--- src/pkg/svd_pkg.sv ---
// Package with register map, field positions and timing for the detector.
package svd_pkg;
  // ==========================================================================
  // Register map
  localparam logic [7:0] CTRL_OFS     = 8'h00;
  localparam logic [7:0] STATUS_OFS   = 8'h04;
  localparam logic [7:0] MASK_OFS     = 8'h08;
  localparam logic [7:0] CTRL_RESET   = 8'h00;
  // ==========================================================================
  // Control register fields
  localparam int LEVEL_LSB  = 0;
  localparam int LEVEL_W    = 4;
  localparam int ENABLE_BIT = 4;
  localparam int REFST_BIT  = 5;
  localparam int BGST_BIT   = 6;
  localparam int DIR_BIT    = 7;
  localparam logic [3:0] LEVEL_EXTERNAL = 4'hF;
  // ==========================================================================
  // Status and mask fields
  localparam int EVT_BIT  = 0;
  localparam int WAKE_BIT = 1;
  localparam int IRQ_W    = 2;
  // ==========================================================================
  // Settling time
  localparam int CLK_HZ         = 10000000;
  localparam int SETTLE_TIME_US = 20;
  localparam int SETTLE_CYCLES  =
    (SETTLE_TIME_US * (CLK_HZ / 1000000) < 1) ? 1 :
    SETTLE_TIME_US * (CLK_HZ / 1000000);
  localparam int SETTLE_W       = 16;
endpackage

--- src/pkg/svd_sync_if.sv ---
// Interface carrying synchronised analog indications between modules.
`timescale 1ns/1ps
interface svd_sync_if;
  logic cmp_sync;
  logic bg_sync;
  logic settled_sync;
  modport src (output cmp_sync, output bg_sync, output settled_sync);
  modport dst (input cmp_sync, input bg_sync, input settled_sync);
endinterface

--- src/hw/svd_sync2.sv ---
// Two-flop synchroniser for one level.
`timescale 1ns/1ps
module svd_sync2 (
  // Clock and reset
  input  wire logic clk_in,
  input  wire logic rstn_in,
  input  wire logic ce_in,
  // Data
  input  wire logic d_in,
  output logic      q_out
);
  logic meta_q;

  always_ff @(posedge clk_in or negedge rstn_in) begin
    if (!rstn_in) begin
      meta_q <= 1'b0;
      q_out  <= 1'b0;
    end else if (ce_in) begin
      meta_q <= d_in;
      q_out  <= meta_q;
    end
  end
endmodule // svd_sync2

--- src/hw/svd_settle.sv ---
// Settling timer started on each rising edge of the enable.
`timescale 1ns/1ps
module svd_settle #(
  parameter int CYCLES = svd_pkg::SETTLE_CYCLES
) (
  // Clock and reset
  input  wire logic clk_in,
  input  wire logic rstn_in,
  input  wire logic ce_in,
  // Control
  input  wire logic enable_in,
  input  wire logic ext_settled_in,
  output logic      stable_out
);
  logic [svd_pkg::SETTLE_W-1:0] cnt_q;
  logic                         en_prev_q;
  logic                         done_q;

  always_ff @(posedge clk_in or negedge rstn_in) begin
    if (!rstn_in) begin
      cnt_q     <= '0;
      en_prev_q <= 1'b0;
      done_q    <= 1'b0;
    end else if (ce_in) begin
      en_prev_q <= enable_in;
      if (!enable_in) begin
        cnt_q  <= '0;
        done_q <= 1'b0;
      end else if (!en_prev_q) begin
        cnt_q  <= '0;      // see RQ17
        done_q <= 1'b0;
      end else if (cnt_q != CYCLES[svd_pkg::SETTLE_W-1:0]) begin
        cnt_q <= cnt_q + 1'b1;  // see RQ12
      end else begin
        done_q <= 1'b1;
      end
    end
  end

  // Both the fixed time and the analog settled indication must agree.
  assign stable_out = done_q & ext_settled_in; // see RQ2
endmodule // svd_settle

--- src/hw/svd_ctrl.sv ---
// Supply voltage detector control, event logic and AHB-Lite register slave.
// Function
// RQ1 - Enable bit 4 turns the detector on and off.
// RQ2 - Reference-stable bit 5 stays low after enable until settled.
// RQ3 - No event flag or interrupt while reference-stable is clear.
// RQ4 - Bit 7 zero: at or below trip; one: above trip.
// RQ5 - Compare result in programmed direction sets the event flag.
// RQ6 - Bits 3..0 choose one of 16 trip levels for the comparator.
// RQ7 - Level all ones routes the external trip pin to the comparator.
// RQ8 - Bit 6 reports band gap references stable, read only.
// RQ9 - Bits 6,5 read only reset zero; other fields read/write reset zero.
// RQ10 - Software sets level, direction, enable, clears flag, then unmasks.
// RQ11 - Software disables before changing direction or level.
// RQ12 - Settling interval is a fixed time, not clock dependent; here SETTLE_CYCLES enabled clock cycles, 20 us only at 10 MHz.
// RQ13 - Detector keeps running in sleep and requests wake-up on event.
// RQ14 - Reset clears the control register and turns detector off.
// RQ15 - Event flag blocked until settling time elapsed and reference stable.
// RQ16 - Comparator result passes a two-stage synchroniser before use.
// RQ17 - Settling counter restarts on each rising edge of enable.
// RQ18 - Event flag stays set until software clears it.
//
// Chosen here: the address map and the AHB-Lite slave port.
`timescale 1ns/1ps
module svd_ctrl #(
  parameter int SETTLE_CYCLES = svd_pkg::SETTLE_CYCLES
) (
  // Clock, reset and clock enable
  input  wire logic        clk_in,
  input  wire logic        rstn_in,
  input  wire logic        ce_in,
  // AHB-Lite slave
  input  wire logic        hsel_in,
  input  wire logic [31:0] haddr_in,
  input  wire logic [1:0]  htrans_in,
  input  wire logic        hwrite_in,
  input  wire logic [2:0]  hsize_in,
  input  wire logic [31:0] hwdata_in,
  input  wire logic        hready_in,
  output logic [31:0]      hrdata_out,
  output logic             hreadyout_out,
  output logic             hresp_out,
  // Analog side
  input  wire logic        cmp_result_in,
  input  wire logic        bandgap_ok_in,
  input  wire logic        ref_settled_in,
  output logic [3:0]       trip_level_select_out,
  output logic             external_trip_input_sel_out,
  output logic             trip_direction_select_out,
  output logic             detector_enable_out,
  // System
  input  wire logic        sleep_in,
  output logic             wake_req_out,
  output logic             irq_out
);
  // ==========================================================================
  // Synchronisers
  svd_sync_if sif ();

  svd_sync2 u_sync_cmp (
    .clk_in  (clk_in),
    .rstn_in (rstn_in),
    .ce_in   (ce_in),
    .d_in    (cmp_result_in),
    .q_out   (sif.cmp_sync)
  ); // see RQ16

  svd_sync2 u_sync_bg (
    .clk_in  (clk_in),
    .rstn_in (rstn_in),
    .ce_in   (ce_in),
    .d_in    (bandgap_ok_in),
    .q_out   (sif.bg_sync)
  );

  svd_sync2 u_sync_settled (
    .clk_in  (clk_in),
    .rstn_in (rstn_in),
    .ce_in   (ce_in),
    .d_in    (ref_settled_in),
    .q_out   (sif.settled_sync)
  );

  // ==========================================================================
  // Control register
  logic [3:0] level_q;
  logic       dir_q;
  logic       enable_q;
  logic       ref_stable;
  logic [svd_pkg::IRQ_W-1:0] status_q;
  logic [svd_pkg::IRQ_W-1:0] mask_q;

  // ==========================================================================
  // AHB-Lite address phase capture
  logic       wr_pend_q;
  logic [7:0] addr_q;
  logic       access;

  assign access = hsel_in & htrans_in[1] & hready_in;

  always_ff @(posedge clk_in or negedge rstn_in) begin
    if (!rstn_in) begin
      wr_pend_q <= 1'b0;
      addr_q    <= 8'h00;
    end else if (ce_in) begin
      if (hready_in) begin
        wr_pend_q <= access & hwrite_in;
        addr_q    <= haddr_in[7:0];
      end
    end
  end

  assign hreadyout_out = 1'b1;
  assign hresp_out     = 1'b0;

  logic       wr_ctrl;
  logic       wr_status;
  logic       wr_mask;
  assign wr_ctrl   = wr_pend_q & (addr_q == svd_pkg::CTRL_OFS);
  assign wr_status = wr_pend_q & (addr_q == svd_pkg::STATUS_OFS);
  assign wr_mask   = wr_pend_q & (addr_q == svd_pkg::MASK_OFS);

  always_ff @(posedge clk_in or negedge rstn_in) begin
    if (!rstn_in) begin
      level_q  <= 4'h0;   // see RQ14
      dir_q    <= 1'b0;
      enable_q <= 1'b0;
    end else if (ce_in && wr_ctrl) begin
      level_q  <= hwdata_in[svd_pkg::LEVEL_LSB +: svd_pkg::LEVEL_W]; // see RQ6
      dir_q    <= hwdata_in[svd_pkg::DIR_BIT];                       // see RQ4
      enable_q <= hwdata_in[svd_pkg::ENABLE_BIT];                    // see RQ1
    end
  end

  always_ff @(posedge clk_in or negedge rstn_in) begin
    if (!rstn_in) begin
      mask_q <= '0;
    end else if (ce_in && wr_mask) begin
      mask_q <= hwdata_in[svd_pkg::IRQ_W-1:0];
    end
  end

  // ==========================================================================
  // Settling timer
  svd_settle #(
    .CYCLES (SETTLE_CYCLES)
  ) u_settle (
    .clk_in         (clk_in),
    .rstn_in        (rstn_in),
    .ce_in          (ce_in),
    .enable_in      (enable_q),
    .ext_settled_in (sif.settled_sync),
    .stable_out     (ref_stable)
  ); // see RQ17

  // ==========================================================================
  // Event detection
  // The comparator reports supply above the trip point as high.
  logic hit;
  logic sleep_q;
  assign hit = enable_q & ref_stable &                 // see RQ3
               (dir_q ? sif.cmp_sync : ~sif.cmp_sync); // see RQ4

  always_ff @(posedge clk_in or negedge rstn_in) begin
    if (!rstn_in) begin
      sleep_q <= 1'b0;
    end else if (ce_in) begin
      sleep_q <= sleep_in;
    end
  end

  // Set wins over a clear in the same cycle, so no event is lost.
  always_ff @(posedge clk_in or negedge rstn_in) begin
    if (!rstn_in) begin
      status_q <= '0;
    end else if (ce_in) begin
      if (wr_status) begin
        status_q <= status_q & ~hwdata_in[svd_pkg::IRQ_W-1:0]; // see RQ18
      end
      if (hit) begin
        status_q[svd_pkg::EVT_BIT] <= 1'b1;  // see RQ5 RQ15
      end
      if (hit && sleep_q) begin
        status_q[svd_pkg::WAKE_BIT] <= 1'b1; // see RQ13
      end
    end
  end

  assign irq_out      = |(status_q & mask_q);
  assign wake_req_out = sleep_q & status_q[svd_pkg::EVT_BIT]; // see RQ13

  // ==========================================================================
  // Analog controls
  assign trip_level_select_out       = level_q;                // see RQ6
  assign external_trip_input_sel_out =
    (level_q == svd_pkg::LEVEL_EXTERNAL);                      // see RQ7
  assign trip_direction_select_out   = dir_q;
  assign detector_enable_out         = enable_q;               // see RQ1

  // ==========================================================================
  // Read data, registered in the data phase.
  logic [7:0] ctrl_rd;
  always_comb begin
    ctrl_rd = svd_pkg::CTRL_RESET;
    ctrl_rd[svd_pkg::LEVEL_LSB +: svd_pkg::LEVEL_W] = level_q;
    ctrl_rd[svd_pkg::ENABLE_BIT] = enable_q;
    ctrl_rd[svd_pkg::REFST_BIT]  = enable_q & ref_stable;      // see RQ2 RQ9
    ctrl_rd[svd_pkg::BGST_BIT]   = sif.bg_sync;                // see RQ8
    ctrl_rd[svd_pkg::DIR_BIT]    = dir_q;
  end

  always_ff @(posedge clk_in or negedge rstn_in) begin
    if (!rstn_in) begin
      hrdata_out <= 32'h0000_0000;
    end else if (ce_in && access && !hwrite_in) begin
      case (haddr_in[7:0])
        svd_pkg::CTRL_OFS:   hrdata_out <= {24'h00_0000, ctrl_rd};
        svd_pkg::STATUS_OFS: hrdata_out <= {30'h0000_0000, status_q};
        svd_pkg::MASK_OFS:   hrdata_out <= {30'h0000_0000, mask_q};
        default:             hrdata_out <= 32'h0000_0000;
      endcase
    end
  end
endmodule // svd_ctrl

--- config.mk ---
export PLATFORM = sky130hd
export DESIGN_NAME = svd_ctrl
export DESIGN_NICKNAME = d
export VERILOG_FILES = /design/src/pkg/svd_pkg.sv /design/src/pkg/svd_sync_if.sv /design/src/hw/svd_sync2.sv /design/src/hw/svd_settle.sv /design/src/hw/svd_ctrl.sv
export SDC_FILE = /design/constraint.sdc
export NUM_CORES = 1
export LEC_CHECK = 0
export BUFFER_PORTS_ARGS = -buffer_cell sky130_fd_sc_hd__buf_2
export CAP_MARGIN = 20
export CORE_MARGIN = 2
export CORE_UTILIZATION = 40
export DETAILED_ROUTE_END_ITERATION = 8
export PLACE_DENSITY = 0.83
export SLEW_MARGIN = 25
export SYNTH_ARGS = -nofsm -noshare
export SYNTH_HDL_FRONTEND = slang
export SYNTH_SLANG_ARGS = --single-unit
--- constraint.sdc ---
create_clock -name clk_in -period 1.59 [get_ports clk_in]
set_input_delay 0.159 -clock clk_in [delete_from_list [all_inputs] [get_ports clk_in]]
set_output_delay 0.159 -clock clk_in [all_outputs]
set_load 0.05 [all_outputs]
== After elaboration in Yosys (flattened, before gate mapping) ==
Cells that the tools add are included.

* Bits in registers: 76
* Output and inout port bits: 43
* Logic and storage cells: 69

* Bitwise gates (word level): 14
* Reduce and logical (&&, ||, !) cells: 16
* $add $sub $neg: 1
* Mux-type cells: 11
* Equal/unequal tests: 8

{| class="wikitable"
|+ Operators by type and width
! cell !! count
|-
| 16-bit two-way mux || 3
|-
| 8-bit case mux with 3 select lines || 1
|-
| 16-bit by 1-bit adder with 16-bit output, second input constant || 1
|-
| 8-bit by 3-bit == test with 1-bit output, second input constant || 2
|-
| 8-bit by 4-bit == test with 1-bit output, second input constant || 2
|-
| 8-bit zero test || 2
|-
| 16-bit by 8-bit != test with 1-bit output, second input constant || 1
|-
| 1-bit AND || 10
|-
| 2-bit AND reduction || 5
|-
| 1-bit two-way mux || 6
|-
| 3-bit != test, second input constant || 2
|-
| 1-bit logical AND || 5
|-
| 2-bit AND || 2
|-
| 4-bit == test, second input constant || 1
|-
| 2-bit nonzero test || 2
|-
| 2-bit two-way mux || 1
|-
| 2-bit NOT || 1
|-
| 2-bit OR reduction || 1
|-
| 1-bit zero test || 1
|-
| 1-bit NOT || 1
|}

== Longest topological paths before layout ==
Gate-level depths: netlist (run 1).

* Depth in word-level cells: 6
* Gate-level depth with buffers: 6
* Mapped depth without buffers: 6

== Hierarchy ==
Synthesis (run 1) repeated with hierarchy kept, for this count alone.

* Cell total of the unflattened synthesis: 237
* Area total of the unflattened synthesis: 2682.6 um^2

{| class="wikitable"
|+ Modules (own cells, without submodules)
! module !! area each (um^2) !! times used !! cells each
|-
| svd_ctrl || 1506.4 || 1 || 127
|-
| svd_settle || 958.4 || 1 || 98
|-
| svd_sync2 || 72.6 || 3 || 4
|}

== Worst setup path after synthesis (run 1) ==
OpenSTA, ideal clock, no wires.

* Kind: register -> register
* Start: register addr_q[4]
* End: register enable_q (netlist: detector_enable_out)
* Data arrival time: 1.636 ns
* Stages on the path, launching flop included: 4
* Buffers on the path: 0
* Required time: 1.465 ns
* Slack: -0.171 ns
* Library setup time: 0.125 ns
* Cell sequence: dfrtp_1 -> or4b_4 -> nor4_4 -> mux2_2

* Word-level cells in the longest chain between the ends: 3

{| class="wikitable"
|+ Ends and longest elaborated chain
! what !! RTL line !! text
|-
| start, declared || svd_ctrl.sv:95 || <nowiki>logic [7:0] addr_q;</nowiki>
|-
| start signal, assigned || svd_ctrl.sv:107 || <nowiki>addr_q <= haddr_in[7:0];</nowiki>
|-
| 8-bit zero test || svd_ctrl.sv:118 || <nowiki>assign wr_ctrl = wr_pend_q & (addr_q == svd_pkg::CTRL_OFS);</nowiki>
|-
| 1-bit AND || svd_ctrl.sv:118 ||
|-
| 1-bit logical AND || svd_ctrl.sv:127 || <nowiki>end else if (ce_in && wr_ctrl) begin</nowiki>
|-
| end signal, assigned || svd_ctrl.sv:130 || <nowiki>enable_q <= hwdata_in[svd_pkg::ENABLE_BIT];</nowiki>
|-
| end, declared || svd_ctrl.sv:87 || <nowiki>logic enable_q;</nowiki>
|}

No other way between the ends.
A chain may end at the register's enable or synchronous reset.

== Worst setup path after layout (run 1) ==
* Start: register addr_q[1]
* End: register level_q[3] (netlist: trip_level_select_out[3])

* Word-level cells in the longest chain between the ends: 3

{| class="wikitable"
|+ Ends and longest elaborated chain
! what !! RTL line !! text
|-
| 8-bit zero test || svd_ctrl.sv:118 ||
|-
| 1-bit AND || svd_ctrl.sv:118 ||
|-
| 1-bit logical AND || svd_ctrl.sv:127 ||
|-
| end signal, assigned || svd_ctrl.sv:128 || <nowiki>level_q <= hwdata_in[svd_pkg::LEVEL_LSB +: svd_pkg::LEVEL_W];</nowiki>
|-
| end, declared || svd_ctrl.sv:85 || <nowiki>logic [3:0] level_q;</nowiki>
|}

No other way between the ends.

==> results of run 1 <==
## worst max-delay path: cells and delay by family (launching register included)
family                 cells  cell delay, ns
AND/OR/NAND/NOR            2            0.84
flip-flops                 1            0.39
multiplexers               1            0.30
buffers and inverters      1            0.19
## synthesized netlist by cell type (2+ instances only)
| library cell | instances |
|---|---|
| sky130_fd_sc_hd__mux2_2 | 24 |
| sky130_fd_sc_hd__nand2_1 | 18 |
| sky130_fd_sc_hd__nand2b_1 | 2 |
| sky130_fd_sc_hd__clkbuf_1 | 3 |
| sky130_fd_sc_hd__dfrtp_1 | 52 |
| sky130_fd_sc_hd__buf_4 | 27 |
| sky130_fd_sc_hd__a22o_1 | 12 |
| sky130_fd_sc_hd__conb_1 | 2 |
| sky130_fd_sc_hd__nand4_1 | 5 |
| sky130_fd_sc_hd__a21oi_1 | 4 |
| sky130_fd_sc_hd__and3_1 | 3 |
| sky130_fd_sc_hd__xnor2_1 | 5 |
| sky130_fd_sc_hd__o21ai_0 | 3 |
| sky130_fd_sc_hd__mux2i_1 | 4 |
| sky130_fd_sc_hd__xor2_1 | 4 |
| sky130_fd_sc_hd__and4_1 | 3 |
| sky130_fd_sc_hd__inv_1 | 4 |
| sky130_fd_sc_hd__nand3_1 | 4 |
| sky130_fd_sc_hd__nor3_1 | 3 |
| sky130_fd_sc_hd__nor4_4 | 2 |
| sky130_fd_sc_hd__ha_1 | 2 |
| sky130_fd_sc_hd__or3_1 | 3 |
| sky130_fd_sc_hd__nor2_1 | 13 |
| sky130_fd_sc_hd__nor4_1 | 6 |
| sky130_fd_sc_hd__nor3b_1 | 2 |
## through the flow
stage / cell area [um2] / TNS [ns]
2_1_floorplan: 2700 / -1.09
3_3_place_gp: 2910 / -1.54
3_5_place_dp: 2910 / -1.92
4_1_cts: 3040 / -2.08
5_1_grt: 3130 / -2.66
6_report: 3130 / -2.10
## sequential cells by signal, indices dropped and copies added (netlist names), 2 cells and up
register               flops
u_settle.cnt_q            16
addr_q                     8
hrdata_out                 8
trip_level_select_out      4
mask_q                     2
status_q                   2
## cell type report
type                       instances  area [um2]
clock buffer                       5        68.8
fill                             565        3180
multi-input combinational        164        1250
tap                               77        96.3
sequential                        52        1300
clock inverter                     3        22.5
inverter                           4        15.0
timing repair buffer              62         382
## cell usage in the layout (no fill, tap or decap), drive strengths merged, types with 3 or more instances in the layout
cell type   n
and4        3
dfrtp      52
nand2      18
inv         5
or3         4
buf        61
o21ai       3
nor3        3
nor2       13
a22o       12
nand4       6
xor2        4
xnor2       5
nor4        8
clkbuf      5
conb       26
mux2       24
mux2i       4
nand3       4
a21oi       4
and3        3
## logic make-up (layout without fill, tap and decap cells)
family / Yosys count / in the layout / synth area share [%]
compound gates: 24 / 24 / 6.92
mux: 28 / 28 / 11.9
flops: 52 / 52 / 50.0
buf+inv: 35 / 74 / 8.98
xor+xnor: 9 / 9 / 3.03
other cells: 2 / 26 / 0.288
simple gates: 75 / 75 / 18.0
fa+ha+maj: 2 / 2 / 0.960
## report_power, final
group	internal (mW)	leakage [nW]	switching (mW)	total, mW
Clock	0.316	0.0485	0.463	0.780
Sequential	1.39	0.681	0.0498	1.44
Combinational	0.123	0.773	0.277	0.400
## worst paths after layout
path / cells past startpoint / endpoint / startpoint / slack [ns]
setup / recovery: 4 / trip_level_select_out[3]$_DFFE_PN0P_ / addr_q[1]$_DFFE_PN0P_ / -0.24
hold / removal: 2 / trip_level_select_out[2]$_DFFE_PN0P_ / hwdata_in[2] / 0.07
setup reg to reg: 4 / trip_level_select_out[3]$_DFFE_PN0P_ / addr_q[1]$_DFFE_PN0P_ / -0.24
hold reg to reg: 1 / hrdata_out[0]$_DFFE_PN0P_ / hrdata_out[0]$_DFFE_PN0P_ / 0.51
max in group asynchronous: 3 / u_settle.cnt_q[2]$_DFFE_PN0P_ / rstn_in / 0.99
min in group asynchronous: 3 / addr_q[7]$_DFFE_PN0P_ / rstn_in / 0.35
## metal layers
layer	track usage (%)	share of wire [%]	vias up
li1	-	-	888
met1	21.0	47	934
met2	22.1	48	54
met3	3.93	4.6	5
met4	3.46	0.97	0
met5	0	0	-
## timing repair
item / 4_1_cts / 5_1_grt
hold buffers: 1 / 0
pin swaps: 3 / 4
hold endpoints to repair: 52 / 0
buffers inserted: 0 / 4
gates resized for setup: 8 / 13
endpoints found under the setup margin: 11 / 18
==> results summary, run 1 <==
The run finished, with violations left. The final reports fail on negative setup slack. The largest total area in the synthesized netlist belongs to sky130_fd_sc_hd__dfrtp_1.

The worst path uses 115% of the clock period. The first detailed-routing pass ran for 4 iterations. The peak ir drop on the vdd network came out at about 630 uV.

The maximum fanout encountered on the critical timing path came out at 6. The layout-stage area growth over the synthesis result came out at 20.3%. The post-synthesis instance total is 227.

Global routing used between 10 and 15% of the available tracks. The maximum buffer depth of the clock tree came out at 2. The mean number of vias per cell is approximately 5.1. The power density over the cells is 835 nW/um2.

The detailed placer's ending HPWL came out at 3650 um. The number of placement rows came out at 29. The final hold slack came out at between 0.07 and 0.08 ns. The number of buffers added on ports came out at between 40 and 50.

The utilization of the core after routing is about half. The final worst clock skew came out at 0.0125 ns. The signal on the critical path passes through or4b_4 -> nor4_4 -> buf_6 -> mux2_4. Dividing the synthesized area by the synthesized cell count gives 11.5 um2. The clock input transition at the sequential cells of the worst setup and hold paths came out at ~0.10 ns.

The class of the worst hold path is in2reg. The clock drives 52 sinks. The post-route antenna net violation count came out at 0.

After synthesis the netlist holds a flip-flop and latch count of 52. TritonCTS built the clock tree. Of the synthesized area, sequential elements account for approximately half. At the later pin of the worst-skew pair, clock insertion delay measures 0.32 ns. The final layout contains routed wiring with a total length of 5270 um. The boundary pin count came out at ~120.

The initial antenna violation count came out at 0. The antenna diode count is 0. The area of the core region is about 6300 um2. In this run the cell area of the synthesized design comes to ~2600 um2. The number of placed instances with taps included is ~350. For this run, the number of Yosys warnings is 0. The data arrival at the endpoint of the critical path is around 2 ns. The initial core utilization is between 40% and 50%. The highest cell delay on the worst timing path is between 0.5 and 0.6 ns. The max-slew violation total from the final report is 0. Based on the critical path, the design can be clocked at up to approximately 550 MHz. The H-tree was split into 2 levels. The wire length of the first global-routing pass is approximately 8400 um.

The minimum setup slack after placement came out at -0.247 ns. At the end of routability-driven placement, the weighted congestion stood at approximately 0.86. The number of enable flip-flop cells after synthesis is 0. The DRC violations left came out at 0. The worst setup path is captured at a register. The floorplan die area is 7170 um2. The number of clock buffers inserted by TritonCTS is 5. After the flow finishes, the layout carries non-filler instances totaling ~370. By area the synthesized netlist is led by sky130_fd_sc_hd__dfrtp_1 50%, sky130_fd_sc_hd__mux2_2 10%, sky130_fd_sc_hd__buf_4 7.8%, sky130_fd_sc_hd__a22o_1 4.0%, sky130_fd_sc_hd__nand2_1 2.6%.

The routed length per instance came out at about 14 um. The setup slack of the critical path after layout is -0.241 ns. The number of nets at the end of the flow came out at 370. The die is ~85 um tall. The worst-path cell with the longest stage delay is sky130_fd_sc_hd__or4b_4.

The horizontal extent of the die came out at around 85 um. The final-report setup violation count is 10. The detailed router finished its first iteration with just under 100 violations.

The detailed-route via count is 1,881. The final total power came out at approximately 2.6 mW. The most used flip-flop cell after synthesis is sky130_fd_sc_hd__dfrtp_1. The count of final hold-check violations came out at 0.

The critical path is of the reg2reg type. Setup repair after global routing could not meet its margin everywhere. The share of cells above drive strength 1 is between 30% and 40%. The total overflow reported by the global router is 0. The final period demand of the worst path is 1.83 ns.

The max capacitance violation total came out at 0. The top cell type's share of synthesized area is roughly half. The distinct cell type count of the synthesized netlist is 42. Counting flops with an async set or reset pin after synthesis yields a share of 100%.

The number of global-route vias before repair came out at approximately 1,700. The tree is rooted in a sky130_fd_sc_hd__clkbuf_8. The leakage power is between 1.5 and 2 nW. The pin count of the biggest net entering global routing came out at between 50 and 60. STA classifies the critical path startpoint as a register. The required time of the critical path came out at 1.80 ns.
Power figures use the tool's default switching activity.
==> run 2: changes to the inputs <==
- SYNTH_HIERARCHICAL: unset -> 1
==> run 2 against run 1 <==
Compared with the run above:
- the run ends with design-rule violations, negative setup slack left
- routed wire length up 7.9%
- via count rose by 7.7%
- first-iteration DRC count down 1.0%
==> results summary, run 2 <==
The kind of critical path is reg2reg. The initial antenna violation count is 0 (unchanged). The horizontal extent of the die was 85.9 um (+1.4%). The clock insertion delay at the later pin of the skew report came to 0.30 ns (-0.02 ns). The area of the core region is 6420 um2 (+1.7%). The minimum setup slack after placement is -0.117 ns (+0.130 ns). The share of cells above drive strength 1 is 37.6% (-0.69 points).

The final worst clock skew is 0.00842 ns (-0.00410 ns). The final hold slack came to 0.0833 ns (+0.0119 ns). The leakage power came out at 1.55 nW (+3.1%). The iteration-0 DRC count of the detailed router came out at 98 (-1.0%). The final worst-path cycle share came out at 104% (-11 points). The number of flip-flops in the largest register was 16 (unchanged). The post-synthesis instance total is 237 (+4.4%). The tree is rooted in a sky130_fd_sc_hd__clkbuf_8.

The register bank with the most flops is u_settle/cnt_q. The boundary pin count is 122 (unchanged). The post-synthesis sequential area ratio is 48.5% (-1.4 points). In the final layout, the registers with the most flip-flops are u_settle/cnt_q (16), addr_q (8), hrdata_out (8). The flip-flop cell with the highest count after synthesis is sky130_fd_sc_hd__dfrtp_1. The required time of the critical path was 1.78 ns (-0.02 ns). The number of storage elements in the synthesis netlist came to 52 (unchanged).

The detailed-route via count is 2,026 (+7.7%). The pin count of the biggest net entering global routing is 31 (-42%). The maximum buffer depth of the clock tree is 2 (unchanged).

The run finished, with violations left. The total number of yosys warnings is 6 (+6). The DRC violations left came out at 3 (+3).

sky130_fd_sc_hd__dfrtp_1 takes more of the synthesized area than any other cell. The total overflow reported by the global router is 0 (unchanged). TritonCTS built the clock tree. The data arrival at the endpoint of the critical path is 1.85 ns (-0.19 ns). The number of global-route vias before repair is 2,042 (+17%). STA classifies the critical path startpoint as a register. The final reports fail on design-rule violations, negative setup slack. The worst slew margin relative to its limit is between 60 and 70%.

The weighted congestion at the end of routability-driven global placement is 0.829 (-3.2%). The routed length per instance is 14.8 um (+3.4%). The clock input transition at the sequential cells of the worst setup and hold paths is 0.09 ns (about the same). The floorplan die area is 7380 um2 (+2.8%). The worst setup path is captured at a register. Yosys instantiated no cell more often than sky130_fd_sc_hd__dfrtp_1.

The wire length of the first global-routing pass is 9450 um (+12%). The final-report setup violation count came out at 2 (-8). The slowest stage of the critical path is the sky130_fd_sc_hd__dfrtp_1 cell. The most frequent standard cell in the layout excluding fill and tap cells is sky130_fd_sc_hd__dfrtp_1. The number of H-tree levels is 2 (unchanged). The mean cell area of the mapped netlist was 11.3 um2 (-1.4%). The peak ir drop on the vdd network came out at 609 uV (-3.9%).

The commonest cells after synthesis are 52 x sky130_fd_sc_hd__dfrtp_1, 26 x sky130_fd_sc_hd__buf_4, 17 x sky130_fd_sc_hd__mux2_2. In the layout the commonest cells are 52 x sky130_fd_sc_hd__dfrtp_1, 41 x sky130_fd_sc_hd__buf_2, 26 x sky130_fd_sc_hd__conb_1. The number of clock sinks came out at 52 (unchanged).

The die extent in y is 85.9 um (+1.4%). The setup slack of the critical path after layout came out at -0.0655 ns (+0.175 ns). The share of async-settable or async-resettable flops after synthesis is 100% (unchanged).

The highest cell delay on the worst timing path came out at 0.42 ns (-0.15 ns). The number of clock buffers inserted by TritonCTS came to 5 (unchanged). The initial core utilization is 41.8% (+0.51 points).

The detailed placer's ending HPWL is 4150 um (+14%). The max-slew violation total from the final report came out at 0 (unchanged). The max capacitance violation total was 0 (unchanged). The power density over the cells is 801 nW/um2 (-4.1%).

At the pin with the least slew margin, the transition time is ~0.58 ns. The final period demand of the worst path came to 1.66 ns (-0.175 ns). The distinct cell type count of the synthesized netlist came to 47 (+12%). Setup repair after global routing could not meet its margin everywhere. The number of enable flip-flop cells after synthesis is 0 (unchanged). The number of placement rows is 29 (unchanged). In the post-synthesis netlist, the biggest area contributors are sky130_fd_sc_hd__dfrtp_1 49%, sky130_fd_sc_hd__buf_4 7.3%, sky130_fd_sc_hd__mux2_2 7.1%, sky130_fd_sc_hd__mux2_4 3.4%, sky130_fd_sc_hd__o21ai_0 2.4%.

The number of nets at the end of the flow is 386 (+4.3%). The upper clock frequency limit came out at 604 MHz (+11%). The combined buffer and inverter count along the critical path is 1 (unchanged). The post-route antenna net violation count is 0 (unchanged). The min-delay analysis places its worst path in the category in2reg. The combined global-route utilization of all metal layers came out at 15.9% (+1.3 points). The number of search-and-repair iterations in the first detailed-routing pass was 8 (+4).

The critical path goes through inv_1 -> ha_2 -> nor3b_4 -> nand4_1 -> nor3b_2 -> mux2_2. The top cell type's share of synthesized area came out at 48.5% (-1.4 points). The maximum fanout encountered on the critical timing path is 4 (-2). The setup TNS is -0.0905 ns (+2.01 ns).

On the critical path the largest part of the delay comes from simple AND/OR/NAND/NOR gates. The cell area after technology mapping came out at 2680 um2 (+3.0%). The antenna diode count is 0 (unchanged). The total detailed-routing wirelength is 5680 um (+7.9%).

The number of buffers added on ports is 41 (unchanged). The mean number of vias per cell came out at 5.29 (+3.2%). The count of final hold-check violations is 0 (unchanged). The layout-stage area growth over the synthesis result came out at 20.1%.
[run 2: final cells by class]
cell class / instances / area, um2
clock buffers: 6 / 82.6
well taps: 77 / 96.3
flip-flops and latches: 52 / 1300
fillers: 546 / 3200
inverters: 8 / 30.0
multi-input cells: 172 / 1290
clock inverters: 2 / 10.0
repair buffers: 66 / 408
[run 2: final timing paths]
path,from,end,slack [ns],depth (start not counted)
worst max-delay path,u_settle/cnt_q[0]$_DFFE_PN0P_,u_settle/cnt_q[0]$_DFFE_PN0P_,-0.07,6
worst min-delay path,hwdata_in[3],trip_level_select_out[3]$_DFFE_PN0P_,0.08,2
worst max register to register,u_settle/cnt_q[0]$_DFFE_PN0P_,u_settle/cnt_q[0]$_DFFE_PN0P_,-0.07,6
worst min register to register,u_settle/done_q$_DFFE_PN0P_,u_settle/done_q$_DFFE_PN0P_,0.51,1
max in group asynchronous,rstn_in,hrdata_out[7]$_DFFE_PN0P_,0.65,3
min in group asynchronous,rstn_in,u_settle/cnt_q[8]$_DFFE_PN0P_,0.38,2
[run 2: kinds of logic (layout without fill, tap and decap cells)]
family	count (synthesis)	count (layout)	share of synthesized area, %
compound gates	38	38	8.96
xor+xnor	9	9	2.94
fa+ha+maj	2	2	0.933
buf+inv	37	82	8.91
flops	52	52	48.5
mux	27	27	12.1
other cells	2	26	0.280
simple gates	70	70	17.4
[run 2: power by group]
| group | switching, mW | total [mW] | leakage [nW] | internal [mW] |
|---|---|---|---|---|
| clock | 0.410 | 0.758 | 0.0510 | 0.348 |
| combinational | 0.267 | 0.384 | 0.808 | 0.117 |
| sequential | 0.0552 | 1.44 | 0.690 | 1.38 |
| total | 0.733 | 2.58 | 1.55 | 1.85 |
[run 2: timing repair]
item,CTS,global route
endpoints found under the setup margin,4,14
resized for setup,2,11
hold endpoints to repair,22,0
hold buffers,1,0
buffers inserted,2,3
pin swaps,0,3
[run 2: per-layer routing]
layer  share of wire (%)  wire (um)  vias to the layer above  track usage [%]
met1                  42       2370                     1002             19.8
li1                    -          -                      938                -
met4                 1.6         91                        0             5.92
met3                 5.7        325                        9             4.14
met5                   0          0                        -                0
met2                  51       2890                       77             26.6
[run 2: stage by stage]
stage	cells	instance area [um2]	utilization (%)	power [mW]
after detailed placement	369	3020	47.0	1.84
after CTS	380	3150	49.0	2.60
final	383	3220	50.1	2.58
after floorplan	261	2770	-	1.77
after global placement	369	3020	47.0	1.83
after global routing	383	3220	50.1	2.70
==> run 3: changes to the inputs <==
- CORE_MARGIN: 2 -> 5
- SYNTH_HIERARCHICAL: 1 -> unset
==> run 3 against run 2 <==
Compared with the run above:
- the run ends with negative setup slack left
- fmax fell by 11%
- sequential cell count did not move
- global-route usage fell by 1.8 points
- die area rose by 12%
- clock skew rose by 0.0048 ns
- first-iteration DRC count rose by 36%
- cell count fell by 2.9%
- setup slack got worse by 0.20 ns
- largest cell class unchanged
==> results summary, run 3 (synthesized netlist as in run 1, its figures left out) <==
The maximum buffer depth of the clock tree came out at 2 (unchanged). The routed length per instance is 16.4 um (+11%). By startpoint and endpoint, the worst setup path is classified as reg2reg. Counting flops per register, the top entry is u_settle.cnt_q. The data arrival at the endpoint of the critical path was 2.07 ns (+0.22 ns).

The area of the core region came to 6350 um2 (-1.1%). The wire length of the first global-routing pass is 9700 um (+2.7%). The final period demand of the worst path is 1.85 ns (+0.198 ns). The final-report setup violation count is 10 (+8). The path class of the tightest hold or removal check is in2reg.

The weighted congestion at the end of routability-driven global placement came out at 0.843 (+1.6%). The sequential cell area in the final layout is 1300 um2 (+0.19%). The top cell types in the final layout, fill and taps aside, are 50 x sky130_fd_sc_hd__dfrtp_1, 41 x sky130_fd_sc_hd__buf_2, 26 x sky130_fd_sc_hd__conb_1. The cell sitting at the root of the clock tree is a sky130_fd_sc_hd__clkbuf_8. The total detailed-routing wirelength came out at 6110 um (+7.4%). The mean number of vias per cell is 5.24 (-0.96%). The nature of the critical path startpoint is a register. The pin count of the biggest net entering global routing is 53 (+71%).

The iteration-0 DRC count of the detailed router came to 133 (+36%). The DRC violations left is 0 (-3). Broken down by cell family, the worst path's largest delay share belongs to simple AND/OR/NAND/NOR gates. The number of clock sinks is 52 (unchanged). The floorplan die area came out at 8230 um2 (+12%).

The max capacitance violation total is 0 (unchanged). The boundary pin count is 122 (unchanged). The antenna diode count is 0 (unchanged).

The worst setup path is captured at a register. The combined buffer and inverter count along the critical path came out at 1 (unchanged). The final worst-path cycle share came out at 117% (+12 points). The number of placement rows was 29 (unchanged).

The highest cell delay on the worst timing path is 0.58 ns (+0.16 ns). The required time of the critical path is 1.81 ns (+0.03 ns). The area growth from synthesis to layout is 24.0%. The total overflow reported by the global router is 0 (unchanged). TritonCTS built the clock tree. The area of combinational cells with multiple inputs is 1290 um2 (+0.19%). The count of final hold-check violations came out at 0 (unchanged).

The clock input transition at the sequential cells of the worst setup and hold paths came out at 0.11 ns (+0.02 ns). The filler cell count came out at 515 (-5.7%). The number of H-tree levels came out at 2 (unchanged). The initial core utilization is 41.0% (-0.74 points). The number of clock buffers inserted by TritonCTS came to 5 (unchanged).

The detailed-route via count came out at 1,949 (-3.8%). The number of flip-flops in the largest register came out at 16 (unchanged). The power density over the cells is 838 nW/um2 (+4.6%). The upper clock frequency limit is 540 MHz (-11%).

The leakage power was 1.55 nW (about the same). The detailed placer's ending HPWL is 4070 um (-1.9%). The combined global-route utilization of all metal layers is 14.2% (-1.8 points). The number of global-route vias before repair is 1,991 (-2.5%). The post-route antenna net violation count came to 0 (unchanged). The clock insertion delay at the later pin of the skew report is 0.32 ns (+0.02 ns).

The die extent in y is 90.7 um (+5.6%). Among all stages on the critical path, the largest delay is contributed by sky130_fd_sc_hd__or4b_4. The number of buffers added on ports came out at 41 (unchanged).

The horizontal extent of the die came out at 90.7 um (+5.6%). The utilization of the core after routing is 50.9% (+0.73 points). The minimum setup slack after placement came out at -0.259 ns (-0.143 ns).

The initial antenna violation count is 0 (unchanged). The peak ir drop on the vdd network is 574 uV (-5.8%). Walking the worst path, the cells encountered are or4b_4 -> nor4_4 -> buf_6 -> mux2_4.

The maximum fanout encountered on the critical timing path came out at 6 (+2). The max-slew violation total from the final report came out at 0 (unchanged). The number of nets at the end of the flow came out at 375 (-2.8%). The final total power came out at 2.71 mW (+4.9%).

The number of search-and-repair iterations in the first detailed-routing pass is 4 (-4). The checks that failed: negative setup slack. The share of cells above drive strength 1 came out at 41.7% (+4.1 points).

The setup slack of the critical path after layout was -0.263 ns (-0.198 ns). The largest registers in the layout are u_settle.cnt_q (16), addr_q (8), hrdata_out (8). The most frequent standard cell in the layout excluding fill and tap cells is sky130_fd_sc_hd__dfrtp_1.

The final hold slack is 0.0655 ns (-0.0178 ns). The final worst clock skew came out at 0.0132 ns (+0.00477 ns). The run finished, with violations left. Setup repair after global routing could not meet its margin everywhere.
[run 3: changes by cell type in the layout (fill, tap and decap cells not counted), moves of 3 or more]
cell,before,now
sky130_fd_sc_hd__o21ai_0,13,3
sky130_fd_sc_hd__a22o_1,3,12
sky130_fd_sc_hd__o31ai_1,8,0
sky130_fd_sc_hd__nand4_1,10,5
sky130_fd_sc_hd__nand2_1,13,16
sky130_fd_sc_hd__inv_1,8,3
[run 3: layout make-up]
cell class	count	share of cell area (%)
Tap cell	77	2.98
Timing Repair Buffer	67	13.1
Sequential cell	52	40.4
Clock buffer	5	2.13
Clock inverter	3	0.891
Inverter	4	0.465
Multi-Input combinational cell	164	40.1
[run 3: worst paths after layout]
kind                                                   from                                   end  slack, ns  depth (start not counted)
min in group asynchronous                           rstn_in             hrdata_out[1]$_DFFE_PN0P_       0.35                          3
worst max-delay path                  addr_q[0]$_DFFE_PN0P_  trip_level_select_out[1]$_DFFE_PN0P_      -0.26                          4
worst min-delay path                           hwdata_in[3]  trip_level_select_out[3]$_DFFE_PN0P_       0.07                          2
worst max register to register        addr_q[0]$_DFFE_PN0P_  trip_level_select_out[1]$_DFFE_PN0P_      -0.26                          4
max in group asynchronous                           rstn_in         u_settle.cnt_q[8]$_DFFE_PN0P_       1.00                          3
worst min register to register  u_sync_bg.q_out$_DFFE_PN0P_             hrdata_out[6]$_DFFE_PN0P_       0.49                          1
[run 3: through the flow]
stage	area, um2	instances	setup TNS (ns)
detailed placement	2930	356	-1.96
finish	3230	372	-2.36
global placement	2930	356	-1.51
CTS	3090	368	-2.05
global route	3230	372	-2.99
floorplan	2700	251	-1.09
[run 3: metal layers]
| metal | global-route usage (%) | wire, um | up-vias |
|---|---|---|---|
| li1 | - | - | 896 |
| met1 | 18.2 | 2530 | 987 |
| met2 | 23.5 | 3210 | 56 |
| met3 | 3.00 | 262 | 10 |
| met4 | 4.84 | 109 | 0 |
| met5 | 0 | 0 | - |
[run 3: timing repair]
| item | 4_1_cts | 5_1_grt |
|---|---|---|
| endpoints found under the hold margin | 52 | 0 |
| pin swaps | 4 | 8 |
| setup endpoints to repair | 13 | 18 |
| gates resized for setup | 8 | 25 |
| setup buffers | 3 | 4 |
| hold buffers | 1 | 0 |
[run 3: power breakdown]
part | total, mW | internal [mW] | switching (mW)
combinational | 0.422 | 0.134 | 0.288
clock | 0.837 | 0.333 | 0.504
sequential | 1.45 | 1.39 | 0.0572
